## src/inc/idp_defs.svh

```systemverilog
// offsets, field positions, reset values and interrupt channels of the isolated dio port
// assumes byte addresses relative to the card's i/o base, 32-bit data words
`ifndef IDP_DEFS_SVH
`define IDP_DEFS_SVH

// card i/o register offsets
`define IDP_OFF_PORT0       8'h00
`define IDP_OFF_PORT1       8'h04
`define IDP_OFF_CLR_IN      8'h08
`define IDP_OFF_CLR_CMB     8'h40
`define IDP_OFF_LED         8'h50

// bus configuration header offsets
`define IDP_CFG_LCR_BAR     8'h14
`define IDP_CFG_IO_BAR      8'h18

// i/o window: base compare from this bit upward
`define IDP_IO_WIN_LSB      7
// i/o space indicator bit of a base address entry
`define IDP_BAR_IO_BIT      0

// full-word byte enables
`define IDP_BE_FULL         4'hF

// reset values
`define IDP_OUT_RST         32'h0000_0000
`define IDP_BAR_RST         32'h0000_0000
`define IDP_ZERO_WORD       32'h0000_0000

// interrupt source channels
`define IDP_IRQ_CH_A        0
`define IDP_IRQ_CH_B        1

`endif

```

## src/inc/idp_pkg.sv

```systemverilog
// types of the isolated dio port: variants, register selects, bus carriers
// assumes idp_defs.svh supplies every numeric constant
package idp_pkg;

    typedef enum logic [1:0] {
        IDP_VAR_COMBINED = 2'b00,
        IDP_VAR_IN_ONLY  = 2'b01,
        IDP_VAR_OUT_ONLY = 2'b11
    } idp_variant_t;

    typedef enum logic [2:0] {
        IDP_REG_NONE  = 3'b000,
        IDP_REG_PORT0 = 3'b001,
        IDP_REG_PORT1 = 3'b011,
        IDP_REG_CLR   = 3'b010,
        IDP_REG_LED   = 3'b110
    } idp_reg_t;

    typedef struct packed {
        logic        wr;
        logic [3:0]  be;
        logic [31:0] addr;
        logic [31:0] wdata;
    } idp_req_t;

    typedef struct packed {
        logic        ack;
        logic [31:0] rdata;
    } idp_rsp_t;

    typedef struct packed {
        logic        wr;
        logic [7:0]  addr;
        logic [31:0] wdata;
    } idp_cfg_req_t;

endpackage

```

## src/hw/idp_in_sync.sv

```systemverilog
// three-stage pin synchroniser; a change counts once stages two and three agree
// assumes pins are asynchronous to clk_sys_i
`timescale 1ns/100ps
module idp_in_sync
    import idp_pkg::*;
#(
    parameter int W = 1
) (
    // clock and reset
    input  wire logic         clk_sys_i,
    input  wire logic         reset_n_i,
    // pins in, settled level out
    input  wire logic [W-1:0] pin_i,
    output logic      [W-1:0] level_o
);

    logic [W-1:0] s1_q;
    logic [W-1:0] s2_q;
    logic [W-1:0] s3_q;
    logic [W-1:0] level_d;

    always_ff @(posedge clk_sys_i) begin
        if (!reset_n_i) begin
            s1_q <= '0;
            s2_q <= '0;
            s3_q <= '0;
        end else begin
            s1_q <= pin_i;
            s2_q <= s1_q;
            s3_q <= s2_q;
        end
    end

    // take stage three only where it agrees with stage two
    always_comb begin
        level_d = (~(s2_q ^ s3_q) & s3_q) | ((s2_q ^ s3_q) & level_o);
    end

    always_ff @(posedge clk_sys_i) begin
        if (!reset_n_i) begin
            level_o <= '0;
        end else begin
            level_o <= level_d;
        end
    end

endmodule // idp_in_sync

```

## src/hw/idp_port.sv

```systemverilog
// register port of the isolated dio card behind the bridge's local bus
// assumes one 32-bit target access per request pulse, full i/o address on the bus
`timescale 1ns/100ps
`include "idp_defs.svh"

// Behaviour
// - only full 32-bit accesses act; narrower accesses are acknowledged and ignored
// - the port is a target only; it answers requests and never starts any
// - header offset 14h holds the bridge local configuration base address
// - header offset 18h holds the card's own i/o base address
// - combined variant: write 0x00 sets outputs, read 0x00 gives inputs
// - 32 input channels on combined variant, 64 on input-only variant
// - input bit n is channel n, byte n/8 bit n mod 8; read-only
// - input-only variant: channels 0-31 at 0x00, 32-63 at 0x04
// - combined variant drives 32 output channels from the word at 0x00
// - output bit n drives channel n, byte n/8 bit n mod 8; write-only
// - output-only variant: channels 0-31 at 0x00, 32-63 at 0x04; reads undefined
// - combined variant: a write to 0x40 clears pending interrupts
// - input-only variant: a write to 0x08 clears pending interrupts
// - rear input-only and output-only variants: write 0x50 sets led control, read gives slot number
// - interrupts come from input channels 0 and 1, each with own enable
module idp_port
    import idp_pkg::*;
#(
    parameter idp_variant_t VARIANT = IDP_VAR_COMBINED,
    parameter bit           REAR_IO = 1'b0,
    parameter int           LED_W   = 4,
    parameter int           SLOT_W  = 5
) (
    // clock and reset
    input  wire logic              clk_sys_i,
    input  wire logic              reset_n_i,
    // local bus target
    input  wire logic              lb_valid_i,
    input  wire idp_req_t          lb_req_i,
    output idp_rsp_t               lb_rsp_o,
    // configuration header access
    input  wire logic              cfg_valid_i,
    input  wire idp_cfg_req_t      cfg_req_i,
    output logic        [31:0]     cfg_rdata_o,
    // isolated channels
    input  wire logic   [63:0]     iso_in_i,
    output logic        [63:0]     iso_out_o,
    // interrupt enables and request
    input  wire logic   [1:0]      int_en_i,
    output logic        [1:0]      int_pend_o,
    output logic                   irq_o,
    // rear panel led and backplane slot
    input  wire logic   [SLOT_W-1:0] slot_i,
    output logic        [LED_W-1:0]  led_o
);

    localparam bit HAS_IN  = (VARIANT != IDP_VAR_OUT_ONLY);
    localparam bit HAS_OUT = (VARIANT != IDP_VAR_IN_ONLY);
    localparam bit WIDE    = (VARIANT != IDP_VAR_COMBINED);

    // register decode shared by reads and writes
    function automatic idp_reg_t idp_decode(input logic [7:0] off);
        idp_reg_t r;
        r = IDP_REG_NONE;
        case (off)
            `IDP_OFF_PORT0: begin
                r = IDP_REG_PORT0;
            end
            `IDP_OFF_PORT1: begin
                if (WIDE) begin
                    r = IDP_REG_PORT1;
                end
            end
            `IDP_OFF_CLR_IN: begin
                if (VARIANT == IDP_VAR_IN_ONLY) begin
                    r = IDP_REG_CLR;
                end
            end
            `IDP_OFF_CLR_CMB: begin
                if (VARIANT == IDP_VAR_COMBINED) begin
                    r = IDP_REG_CLR;
                end
            end
            `IDP_OFF_LED: begin
                if (REAR_IO && WIDE) begin
                    r = IDP_REG_LED;
                end
            end
            default: begin
                r = IDP_REG_NONE;
            end
        endcase
        return r;
    endfunction

    // settled pin levels
    logic [63:0]        in_lvl;
    logic [SLOT_W-1:0]  slot_lvl;

    idp_in_sync #(
        .W (64)
    ) u_in_sync (
        .clk_sys_i (clk_sys_i),
        .reset_n_i (reset_n_i),
        .pin_i     (iso_in_i),
        .level_o   (in_lvl)
    );

    idp_in_sync #(
        .W (SLOT_W)
    ) u_slot_sync (
        .clk_sys_i (clk_sys_i),
        .reset_n_i (reset_n_i),
        .pin_i     (slot_i),
        .level_o   (slot_lvl)
    );

    // configuration header base addresses
    logic [31:0] lcr_bar_q;
    logic [31:0] io_bar_q;

    always_ff @(posedge clk_sys_i) begin
        if (!reset_n_i) begin
            lcr_bar_q <= `IDP_BAR_RST;
            io_bar_q  <= `IDP_BAR_RST;
        end else if (cfg_valid_i && cfg_req_i.wr) begin
            if (cfg_req_i.addr == `IDP_CFG_LCR_BAR) begin
                lcr_bar_q <= cfg_req_i.wdata;
            end
            if (cfg_req_i.addr == `IDP_CFG_IO_BAR) begin
                io_bar_q <= cfg_req_i.wdata;
            end
        end
    end

    // header read-back, i/o space flag forced set
    logic [31:0] cfg_rdata_d;

    always_comb begin
        cfg_rdata_d = `IDP_ZERO_WORD;
        if (cfg_req_i.addr == `IDP_CFG_LCR_BAR) begin
            cfg_rdata_d = lcr_bar_q;
            cfg_rdata_d[`IDP_BAR_IO_BIT] = 1'b1;
        end else if (cfg_req_i.addr == `IDP_CFG_IO_BAR) begin
            cfg_rdata_d = io_bar_q;
            cfg_rdata_d[`IDP_BAR_IO_BIT] = 1'b1;
        end
    end

    always_ff @(posedge clk_sys_i) begin
        if (!reset_n_i) begin
            cfg_rdata_o <= `IDP_ZERO_WORD;
        end else if (cfg_valid_i && !cfg_req_i.wr) begin
            cfg_rdata_o <= cfg_rdata_d;
        end
    end

    // local bus access qualification
    logic     hit;
    logic     full;
    idp_reg_t sel;
    logic     wr_act;
    logic     rd_act;

    always_comb begin
        hit = lb_req_i.addr[31:`IDP_IO_WIN_LSB] == io_bar_q[31:`IDP_IO_WIN_LSB];
        full = lb_req_i.be == `IDP_BE_FULL;
        sel = idp_decode({1'b0, lb_req_i.addr[`IDP_IO_WIN_LSB-1:0]});
        wr_act = lb_valid_i && hit && full && lb_req_i.wr;
        rd_act = lb_valid_i && hit && full && !lb_req_i.wr;
    end

    // output latches
    logic [31:0] out_lo_q;
    logic [31:0] out_hi_q;

    always_ff @(posedge clk_sys_i) begin
        if (!reset_n_i) begin
            out_lo_q <= `IDP_OUT_RST;
            out_hi_q <= `IDP_OUT_RST;
        end else if (wr_act && HAS_OUT) begin
            if (sel == IDP_REG_PORT0) begin
                out_lo_q <= lb_req_i.wdata;
            end
            if (sel == IDP_REG_PORT1) begin
                out_hi_q <= lb_req_i.wdata;
            end
        end
    end

    // bit n of the word drives channel n
    always_comb begin
        iso_out_o = {(WIDE ? out_hi_q : `IDP_ZERO_WORD), out_lo_q};
        if (!HAS_OUT) begin
            iso_out_o = '0;
        end
    end

    // interrupt sources from input channels 0 and 1
    logic [1:0] src_prev_q;
    logic [1:0] src_now;
    logic [1:0] src_rise;
    logic       clr_hit;

    always_comb begin
        src_now  = {in_lvl[`IDP_IRQ_CH_B], in_lvl[`IDP_IRQ_CH_A]};
        src_rise = src_now & ~src_prev_q & int_en_i;
        clr_hit  = wr_act && (sel == IDP_REG_CLR);
        if (!HAS_IN) begin
            src_rise = 2'b00;
        end
    end

    always_ff @(posedge clk_sys_i) begin
        if (!reset_n_i) begin
            src_prev_q <= 2'b00;
        end else begin
            src_prev_q <= src_now;
        end
    end

    // a new event in the clearing cycle stays pending
    always_ff @(posedge clk_sys_i) begin
        if (!reset_n_i) begin
            int_pend_o <= 2'b00;
        end else begin
            int_pend_o <= (clr_hit ? 2'b00 : int_pend_o) | src_rise;
        end
    end

    assign irq_o = |int_pend_o;

    // led control latch
    always_ff @(posedge clk_sys_i) begin
        if (!reset_n_i) begin
            led_o <= '0;
        end else if (wr_act && sel == IDP_REG_LED) begin
            led_o <= lb_req_i.wdata[LED_W-1:0];
        end
    end

    // read data: inputs and slot number, outputs and strobes read zero
    logic [31:0] rdata_d;

    always_comb begin
        rdata_d = `IDP_ZERO_WORD;
        case (sel)
            IDP_REG_PORT0: begin
                if (HAS_IN) begin
                    rdata_d = in_lvl[31:0];
                end
            end
            IDP_REG_PORT1: begin
                if (HAS_IN) begin
                    rdata_d = in_lvl[63:32];
                end
            end
            IDP_REG_LED: begin
                rdata_d[SLOT_W-1:0] = slot_lvl;
            end
            default: begin
                rdata_d = `IDP_ZERO_WORD;
            end
        endcase
    end

    // answer one cycle after each request inside the i/o window; target only, no initiation
    always_ff @(posedge clk_sys_i) begin
        if (!reset_n_i) begin
            lb_rsp_o <= '0;
        end else begin
            lb_rsp_o.ack <= lb_valid_i && hit;
            lb_rsp_o.rdata <= rd_act ? rdata_d : `IDP_ZERO_WORD;
        end
    end

endmodule // idp_port

```

## config.mk

```make
export PLATFORM = sky130hd
export DESIGN_NAME = idp_port
export DESIGN_NICKNAME = d
export VERILOG_FILES = /design/src/inc/idp_pkg.sv /design/src/hw/idp_in_sync.sv /design/src/hw/idp_port.sv
export VERILOG_INCLUDE_DIRS = /design/src /design/src/inc
export SDC_FILE = /design/constraint.sdc
export NUM_CORES = 1
export LEC_CHECK = 0
export BUFFER_PORTS_ARGS = -buffer_cell sky130_fd_sc_hd__buf_2
export CAP_MARGIN = 20
export CELL_PAD_IN_SITES_DETAIL_PLACEMENT = 0
export CELL_PAD_IN_SITES_GLOBAL_PLACEMENT = 1
export CORE_ASPECT_RATIO = 0.9
export CORE_MARGIN = 2
export CORE_UTILIZATION = 39
export DETAILED_ROUTE_END_ITERATION = 12
export PLACE_DENSITY_LB_ADDON = 0.2
export SETUP_SLACK_MARGIN = 0.05
export SLEW_MARGIN = 10
export SYNTH_ARGS = -nofsm -noshare
export SYNTH_HDL_FRONTEND = slang
export SYNTH_SLANG_ARGS = --single-unit
```

## constraint.sdc

```tcl
create_clock -name clk_sys_i -period 2.8 [get_ports clk_sys_i]
set_input_delay 0.14 -clock clk_sys_i [delete_from_list [all_inputs] [get_ports clk_sys_i]]
set_output_delay 0.14 -clock clk_sys_i [all_outputs]
set_load 0.02 [all_outputs]
```

=== Yosys cells after proc, flatten, opt, wreduce, memory -nomap -nowiden ===
Cells that the tools add are included.

* Logic and storage cells: 62
* Output and inout port bits: 136
* Input bits: 185
* Register bits: 445

* Reduce and logical (&&, ||, !) cells: 16
* Muxes and demuxes: 6
* Bitwise gates (word level): 14
* Equal/unequal tests: 9

{| class="wikitable"
|+ Operator list
! cell !! count
|-
| $and 64x64->64 || 2
|-
| $mux 32 || 2
|-
| $not 64->64 || 1
|-
| $or 64x64->64 || 1
|-
| $xor 64x64->64 || 1
|-
| $pmux 27 s2 || 1
|-
| $eq 25x25->1 || 1
|-
| $eq 8x5->1 const B || 2
|-
| $pmux 5 s3 || 1
|-
| $and 5x5->5 || 2
|-
| $logic_and 1x1->1 || 8
|-
| $reduce_and 2->1 || 4
|-
| $eq 7x7->1 const B || 1
|-
| $logic_not 7->1 || 1
|-
| $eq 3x2->1 const B || 2
|-
| $not 5->5 || 1
|-
| $or 5x5->5 || 1
|-
| $xor 5x5->5 || 1
|-
| $and 2x2->2 || 2
|-
| $eq 4x4->1 const B || 1
|-
| $pmux 2 s2 || 1
|-
| $eq 3x1->1 const B || 1
|-
| $eq 3x3->1 const B || 1
|-
| $logic_not 1->1 || 2
|-
| 4 further kinds || 4
|}

=== Logic depth before layout (Yosys ltp) ===
Gate-level depths: netlist of the first run.

* Depth after elaboration: 7
* Gate-level depth with buffers: 8

=== Cells and area by module ===
Synthesis of the first run repeated with hierarchy kept, for this count alone.

* Cell total of the unflattened synthesis: 1421
* Area total of the unflattened synthesis: 14076.0 µm²

{| class="wikitable"
|+ By module, submodules not included
! module !! cells each !! area an instance (µm²) !! seq. area each (µm²) !! instances
|-
| idp_in_sync || 668 || 7602.3 || 5124.9 || 1
|-
| idp_port || 753 || 6473.7 || 3263.1 || 1
|}

=== Worst setup path before layout of the first run ===
No wires, ideal clock.

* Path type: flip-flop to flip-flop
* Start: register io_bar_q[21]
* End: register out_lo_q[10]
* Buffers on the path: 2
* Data required time: 2.668 ns
* Library setup time: 0.132 ns
* Cell stages (with the launch flop): 8
* Period minus slack after synthesis: 1.839 ns
* Arrival time: 1.706 ns
* Slack: 0.961 ns
* Cells stage by stage: dfxtp_1 -> xnor2_1 -> nand4_1 -> or4_1 -> buf_2 -> buf_2 -> o31ai_1 -> a21oi_1

* Cells in the longest elaborated chain, start to end: 5

{| class="wikitable"
|+ Ends and longest elaborated chain
! what !! RTL line !! text
|-
| from (decl) || idp_port.sv:116 || <nowiki>logic [31:0] io_bar_q;</nowiki>
|-
| from (signal assigned) || idp_port.sv:121 || <nowiki>io_bar_q <= `IDP_BAR_RST;</nowiki>
|-
| from (signal assigned) || idp_port.sv:127 || <nowiki>io_bar_q <= cfg_req_i.wdata;</nowiki>
|-
| $eq 25x25->1 || idp_port.sv:162 || <nowiki>hit = lb_req_i.addr[31:`IDP_IO_WIN_LSB] == io_bar_q[31:`IDP_IO_WIN_LSB];</nowiki>
|-
| $logic_and 1x1->1 (3 in a row) || idp_port.sv:165 || <nowiki>wr_act = lb_valid_i && hit && full && lb_req_i.wr;</nowiki>
|-
| $reduce_and 2->1 (no source line) || -- ||
|-
| to (signal assigned) || idp_port.sv:175 || <nowiki>out_lo_q <= `IDP_OUT_RST;</nowiki>
|-
| to (signal assigned) || idp_port.sv:179 || <nowiki>out_lo_q <= lb_req_i.wdata;</nowiki>
|-
| to (decl) || idp_port.sv:170 || <nowiki>logic [31:0] out_lo_q;</nowiki>
|}

Every way passes these cells.
A chain may end at the register's enable or synchronous reset.

=== Worst setup path in the final report of the first run ===
* Start: register io_bar_q[7]
* End: register lb_rsp_o[8] (netlist name)

* Cells in the longest elaborated chain, start to end: 5

{| class="wikitable"
|+ Ends and longest elaborated chain
! what !! RTL line !! text
|-
| $eq 25x25->1 || idp_port.sv:162 ||
|-
| $logic_and 1x1->1 (3 in a row) || idp_port.sv:166 || <nowiki>rd_act = lb_valid_i && hit && full && !lb_req_i.wr;</nowiki>
|-
| $reduce_and 2->1 (no source line) || -- ||
|-
| to (decl) || idp_port.sv:36 || <nowiki>output idp_rsp_t lb_rsp_o,</nowiki>
|}

Every way passes these cells.

==> load_flow_metrics.sql, run 1 <==
INSERT INTO impl_metrics (metric_group, metric, value, unit) VALUES
('synthesis', 'synthFlopType', 'dfxtp_1', ''),
('worst_setup_path', 'critPathSlowestCell', 'or4_1', ''),
('power_and_ir_drop', 'leak', '5.60', 'nW'),
('finish', 'final_nets', '1575', ''),
('route', 'drt_drc_violations_left', '0', ''),
('grt', 'track_usage', '0.191', ''),
('timing', 'setup_viol', '0', ''),
('finish', 'areaGrowthSynthToFinish', '34.4', '%'),
('grt', 'grt_antenna_before_repair', '2', ''),
('timing', 'clock.fmax', '437', 'MHz'),
('timing', 'hold_viol_final', '0', ''),
('route', 'dr.pass1.iters', '5', ''),
('route', 'routed_wl', '26800', 'um'),
('clock_tree', 'cts_num_sinks', '291', ''),
('timing', 'post_route_skew', '7.27', 'ps'),
('place', 'place_inst', '1603', ''),
('timing', 'period_needed', '2290', 'ps'),
('worst_setup_path', 'worst-endpoint-required', '3290', 'ps'),
('grt', 'first_global_vias', '7817', ''),
('worst_setup_path', 'reg2reg_to', 'lb_rsp_o[8]', ''),
('synthesis', 'synth-edff-count', '0', ''),
('place', 'gp_congestion', '0.791', ''),
('timing', 'slew_headroom', '0.467', ''),
('clock_tree', 'cts-root-to-sink-buffers', '3', ''),
('worst_setup_path', 'worstSetupStartpointType', 'register', ''),
('timing', 'setup_total_negative_slack', '0', 'ps'),
('worst_setup_path', 'critPathMaxFanout', '36', ''),
('worst_setup_path', 'cp_cell_sequence', 'xnor2_1 > nand4_1 > or4_1 > buf_4 > nor3_4 > buf_12 > and2_1', ''),
('synthesis', 'ys_seq_area_frac', '0.577', ''),
('worst_setup_path', 'worst_setup_path_end', 'lb_rsp_o[8]', ''),
('finish', 'drive_above_1_share', '0.230', ''),
('synthesis', 'synthCells', '1083', ''),
('outcome', 'status', 'complete, no violations', ''),
('die', 'die_outline_area', '0.0272', 'mm2'),
('finish', 'multi_input_area', '0.00380', 'mm2'),
('finish', 'postLayoutCoreUtil', '0.536', ''),
('route', 'vias', '8358', ''),
('worst_setup_path', 'slowest_delay', '550', 'ps'),
('synthesis', 'synth.distinct_cells', '31', ''),
('worst_setup_path', 'crit_path_start', 'io_bar_q[7]', ''),
('worst_hold_path', 'holdCritPathClass', 'in -> reg', ''),
('synthesis', 'netlist.top_cell.by_area', 'dfxtp_1', ''),
('synthesis', 'postSynth.asyncResetShare', '0', ''),
('timing', 'rsz0062_at_grt', 'no', ''),
('run', 'cap_viol_max_count', '0', ''),
('clock_tree', 'ctsHtreeMaxLevel', '1', ''),
('power_and_ir_drop', 'power_dens_cells', '666', 'mW/mm2'),
('worst_setup_path', 'worstPathArrival', '2770', 'ps'),
('clock_tree', 'clock-root-buffer', 'clkbuf_16', ''),
('die', 'fp.dieW', '174', 'um'),
('worst_setup_path', 'timing_worst_setup_path_type', 'reg -> reg', ''),
('finish', 'regArea', '0.00583', 'mm2'),
('timing', 'worst_hold_slack', '48.0', 'ps'),
('synthesis', 'synth_area', '0.0101', 'mm2'),
('worst_setup_path', 'worstReg2RegStart', 'io_bar_q[7]', ''),
('die', 'initial_core_utilization', '0.399', ''),
('clock_tree', 'tritoncts', 'built', ''),
('synthesis', 'synth.avg_cell_area', '9.33', 'um2'),
('grt', 'grt-ovfl-total', '0', ''),
('place', 'place_hpwl', '16700', 'um'),
('grt', 'grt_start_max_net_pins', '127', ''),
('route', 'wl_per_cell', '15.2', 'um'),
('grt', 'first_pass_grt_wire_length', '42100', 'um'),
('finish', 'final.fill_count', '2379', ''),
('synthesis', 'synth_seq_cells', '291', ''),
('worst_setup_path', 'ff2ff_setup_slack', '510', 'ps'),
('clock_tree', 'cts-buffers-inserted', '30', ''),
('timing', 'worstMarginPinSlew', '799', 'ps'),
('die', 'boundary_pin_count', '321', ''),
('die', 'core', '0.0253', 'mm2'),
('die', 'core.rowCount', '55', '');
==> synth_stat cells (13+ instances only) <==
library cell / n
nor2_1: 35
o31ai_1: 32
clkbuf_1: 73
xnor2_1: 13
and2_1: 130
nor3_1: 34
buf_4: 36
nand2_1: 157
nand4_1: 37
o21ai_0: 33
a221oi_1: 31
dfxtp_1: 291
a21oi_1: 128
==> per-layer routing <==
layer,global-route usage,part of all wire,vias up
met3,0.0338,0.059,38
met5,0,0,-
met4,0.0448,0.019,0
li1,-,-,4225
met1,0.257,0.46,3841
met2,0.323,0.47,254
==> cell families (layout without fill, tap and decap cells) <==
kind of cell    count (synthesis)  in the layout  share of synthesized area
compound gates                226            226                      0.132
xor+xnor                       25             25                     0.0217
buf+inv                       124            420                     0.0611
flops                         291            291                      0.577
other cells                     1             38                   0.000371
simple gates                  416            416                      0.208
==> cells in the final DEF (no fill, tap or decap), drive strengths merged, types with 33 or more instances in the layout <==
cell type    instances
nand4               37
nor3                35
o21ai               33
a21oi              128
conb                36
dfxtp              291
nor2                35
buf                265
dlygate4sd3         97
nand2              157
clkbuf              40
and2               130
==> repair_timing <==
action | 4_1_cts | 5_1_grt
buffers inserted | 0 | 0
hold buffers | 97 | 0
hold endpoints to repair | 128 | 0
resized for setup | 0 | 0
==> power by group <==
group	internal, W	total [W]	switching (W)	leakage (nW)
Sequential	0.00422	0.00426	0.0000313	2.37
Combinational	0.000252	0.000528	0.000275	2.71
Clock	0.00261	0.00426	0.00165	0.525
Total	0.00709	0.00904	0.00195	5.60
==> worst max-delay path, delay by kind of cell, from the launching register on <==
family	cells	cell delay [ps]
and+or+nand+nor	4	1130
buffers and inverters	2	490
DFF	1	330
xor gates and xnor gates	1	260
==> area by class of cell <==
class | instances | share of cell area
inverter | 2 | 0.000737
clock inverter | 16 | 0.0167
clock buffer | 40 | 0.0632
tap | 342 | 0.0315
antenna | 2 | 0.000369
timing repair buffer | 362 | 0.178
sequential | 291 | 0.429
multi-input combinational | 703 | 0.280
==> worst min path at each step <==
stage | from | endpoint | slack, ps | cells after the start
CTS | cfg_req_i[40] | cfg_rdata_o[5] | 10 | 4
detailed placement | iso_in_i[7] | u_in_sync.s1_q[7] | 350 | 2
finish | reset_n_i | register | 50 | 3
global placement | iso_in_i[7] | u_in_sync.s1_q[7] | 340 | 2
floorplan | iso_in_i[0] | u_in_sync.s1_q[0] | 270 | 1
global route | reset_n_i | out_lo_q[2] | 70 | 3
==> stage by stage <==
stage               worst slack, ps  area (um2)  power [W]
finish                          514       13600    0.00904
detailed placement              502       11500    0.00477
global route                    350       13600    0.00938
CTS                             480       13600    0.00915
floorplan                       961       10200    0.00461
global placement                526       11500    0.00476
(Power assumes the default switching activity.)
==> run 2, diff against run 1 <==
Settings changed: CORE_UTILIZATION 39 to 36.
Clock period 2.8 ns to 2.25 ns, I/O delays scaled along.
==> load_flow_metrics.sql, run 2 (same netlist as run 1, synthesis figures left out) <==
INSERT INTO impl_metrics (metric_group, metric, value, unit) VALUES
('place', 'io_buffers', '246', ''),
('die', 'initial_core_utilization', '0.363', ''),
('die', 'boundary_pin_count', '321', ''),
('power_and_ir_drop', 'vdd.ir_drop.worst', '0.000550', 'V'),
('worst_setup_path', 'worstSetupStartpointType', 'register', ''),
('die', 'die_height', '163', 'um'),
('power_and_ir_drop', 'leak', '5.64', 'nW'),
('timing', 'hold_viol_final', '0', ''),
('clock_tree', 'cts-buffers-inserted', '30', ''),
('worst_setup_path', 'number_of_cell_instances_on_the_worst_register_to_register_path', '8', ''),
('grt', 'first_global_vias', '7899', ''),
('worst_setup_path', 'slowest_delay', '530', 'ps'),
('finish', 'mostFrequentLayoutCells', 'dfxtp_1 (290), buf_2 (246), nand2_1 (157), and2_1 (130), a21oi_1 (128)', ''),
('clock_tree', 'clkTransAtPathRegs', '60', 'ps'),
('outcome', 'status', 'complete, no violations', ''),
('timing', 'post-route-period-util', '0.952', ''),
('finish', 'drive_above_1_share', '0.235', ''),
('grt', 'grt_antenna_before_repair', '3', ''),
('finish', 'postLayoutCellArea', '0.0137', 'mm2'),
('worst_setup_path', 'critPathMaxFanout', '36', ''),
('grt', 'grt_start_max_net_pins', '161', ''),
('timing', 'setup_ws_final', '107', 'ps'),
('place', 'placed_cell_area', '0.0116', 'mm2'),
('route', 'first_iteration_detailed_routing_drc_count', '435', ''),
('worst_setup_path', 'cp_cell_sequence', 'xnor2_1 > nand4_1 > or4_4 > buf_12 > nor3_4 > buf_4 > clkbuf_16 > and2_1', ''),
('clock_tree', 'ctsHtreeMaxLevel', '1', ''),
('power_and_ir_drop', 'power_dens_cells', '786', 'mW/mm2'),
('worst_setup_path', 'worstPathArrival', '2630', 'ps'),
('timing', 'worstMarginPinSlew', '773', 'ps'),
('clock_tree', 'cts_num_sinks', '291', ''),
('route', 'vias', '8447', ''),
('clock_tree', 'tritoncts', 'built', ''),
('worst_hold_path', 'worst_hold_path_stage_count', '5', ''),
('route', 'wl_per_cell', '15.7', 'um'),
('route', 'drtAntennaViolNets', '0', ''),
('timing', 'setup_total_negative_slack', '0', 'ps'),
('finish', 'final_common_cell', 'dfxtp_1', ''),
('die', 'core.rowCount', '58', ''),
('clock_tree', 'clk_latency', '550', 'ps'),
('clock_tree', 'clock-root-buffer', 'clkbuf_16', ''),
('die', 'fp.dieW', '181', 'um'),
('worst_setup_path', 'worst-endpoint-required', '2740', 'ps'),
('grt', 'first_pass_grt_wire_length', '42900', 'um'),
('timing', 'post_route_skew', '12.5', 'ps'),
('timing', 'slew_headroom', '0.485', ''),
('timing', 'setup_viol', '0', ''),
('grt', 'grt-ovfl-total', '0', ''),
('timing', 'worst_hold_slack', '98.5', 'ps'),
('route', 'routed_wl', '28000', 'um'),
('timing', 'final-max-slew-violation-count', '0', ''),
('place', 'place_hpwl', '17200', 'um'),
('timing', 'period_needed', '2140', 'ps'),
('worst_hold_path', 'holdCritPathClass', 'in -> reg', ''),
('finish', 'final_nets', '1589', ''),
('clock_tree', 'cts-root-to-sink-buffers', '3', ''),
('route', 'drt_drc_violations_left', '0', ''),
('grt', 'track_usage', '0.179', ''),
('place', 'gp_congestion', '0.763', ''),
('route', 'detail_routed_via_count_per_cell', '4.73', ''),
('worst_setup_path', 'critPathSlowestCell', 'or4_4', ''),
('run', 'cap_viol_max_count', '0', ''),
('route', 'dr.pass1.iters', '5', ''),
('die', 'core', '0.0278', 'mm2'),
('worst_setup_path', 'timing_worst_setup_path_type', 'reg -> reg', ''),
('place', 'detailedPlace.worstSlack', '68.5', 'ps'),
('die', 'die_outline_area', '0.0294', 'mm2'),
('timing', 'clock.fmax', '467', 'MHz'),
('timing', 'rsz0062_at_grt', 'no', ''),
('worst_setup_path', 'critical_path.endpoint_type', 'register', ''),
('finish', 'areaGrowthSynthToFinish', '35.3', '%');
[run 2: final timing paths]
kind,start,endpoint,slack [ps]
worst min-delay path,lb_req_i[68],int_pend_o[1],100
worst max-delay path,io_bar_q[31],lb_rsp_o[13],110
worst max register to register,io_bar_q[31],lb_rsp_o[13],110
worst min register to register,u_in_sync.s1_q[23],u_in_sync.s2_q[23],430
[run 2: cell type report]
class                   count  area [um2]
inverters                   2        10.0
repair buffers            376        2590
clock inverters            11         144
well taps                 360         450
multi-input cells         703        3850
clock buffers              39         795
diodes                      2        5.00
flip-flops and latches    291        5830
fillers                  2661       14100
[run 2: timing repair]
item,CTS,global route
endpoints found under the setup margin,4,36
setup buffers,0,2
gates resized for setup,2,6
cloned,0,2
endpoints found under the hold margin,128,0
hold buffers,98,0
pin swaps,0,1
[run 2: routing by layer]
layer | wire length [um] | GRT usage | vias to the layer above
met5 | 13 | 0 | -
met4 | 484 | 0.0403 | 2
met3 | 1770 | 0.0358 | 36
met1 | 13000 | 0.244 | 3879
li1 | - | - | 4241
met2 | 12700 | 0.295 | 289
[run 2: metrics by stage]
step,util,instances,power [W]
after floorplan,-,1118,0.00574
after global placement,0.419,1630,0.00594
after detailed placement,0.419,1630,0.00594
after CTS,0.488,1778,0.0109
after global routing,0.492,1784,0.0112
final,0.492,1784,0.0107
[run 2: report_power, final]
part           total (W)  internal (W)  switching (W)
clock network    0.00478       0.00281        0.00197
registers        0.00530       0.00526      0.0000395
logic           0.000672      0.000321       0.000351
[run 2: critical path: cells and delay by family (launching register included)]
kind,cells,cell delay [ps]
simple gates,4,960
buf+inv,3,500
flops,1,330
xor+xnor,1,270
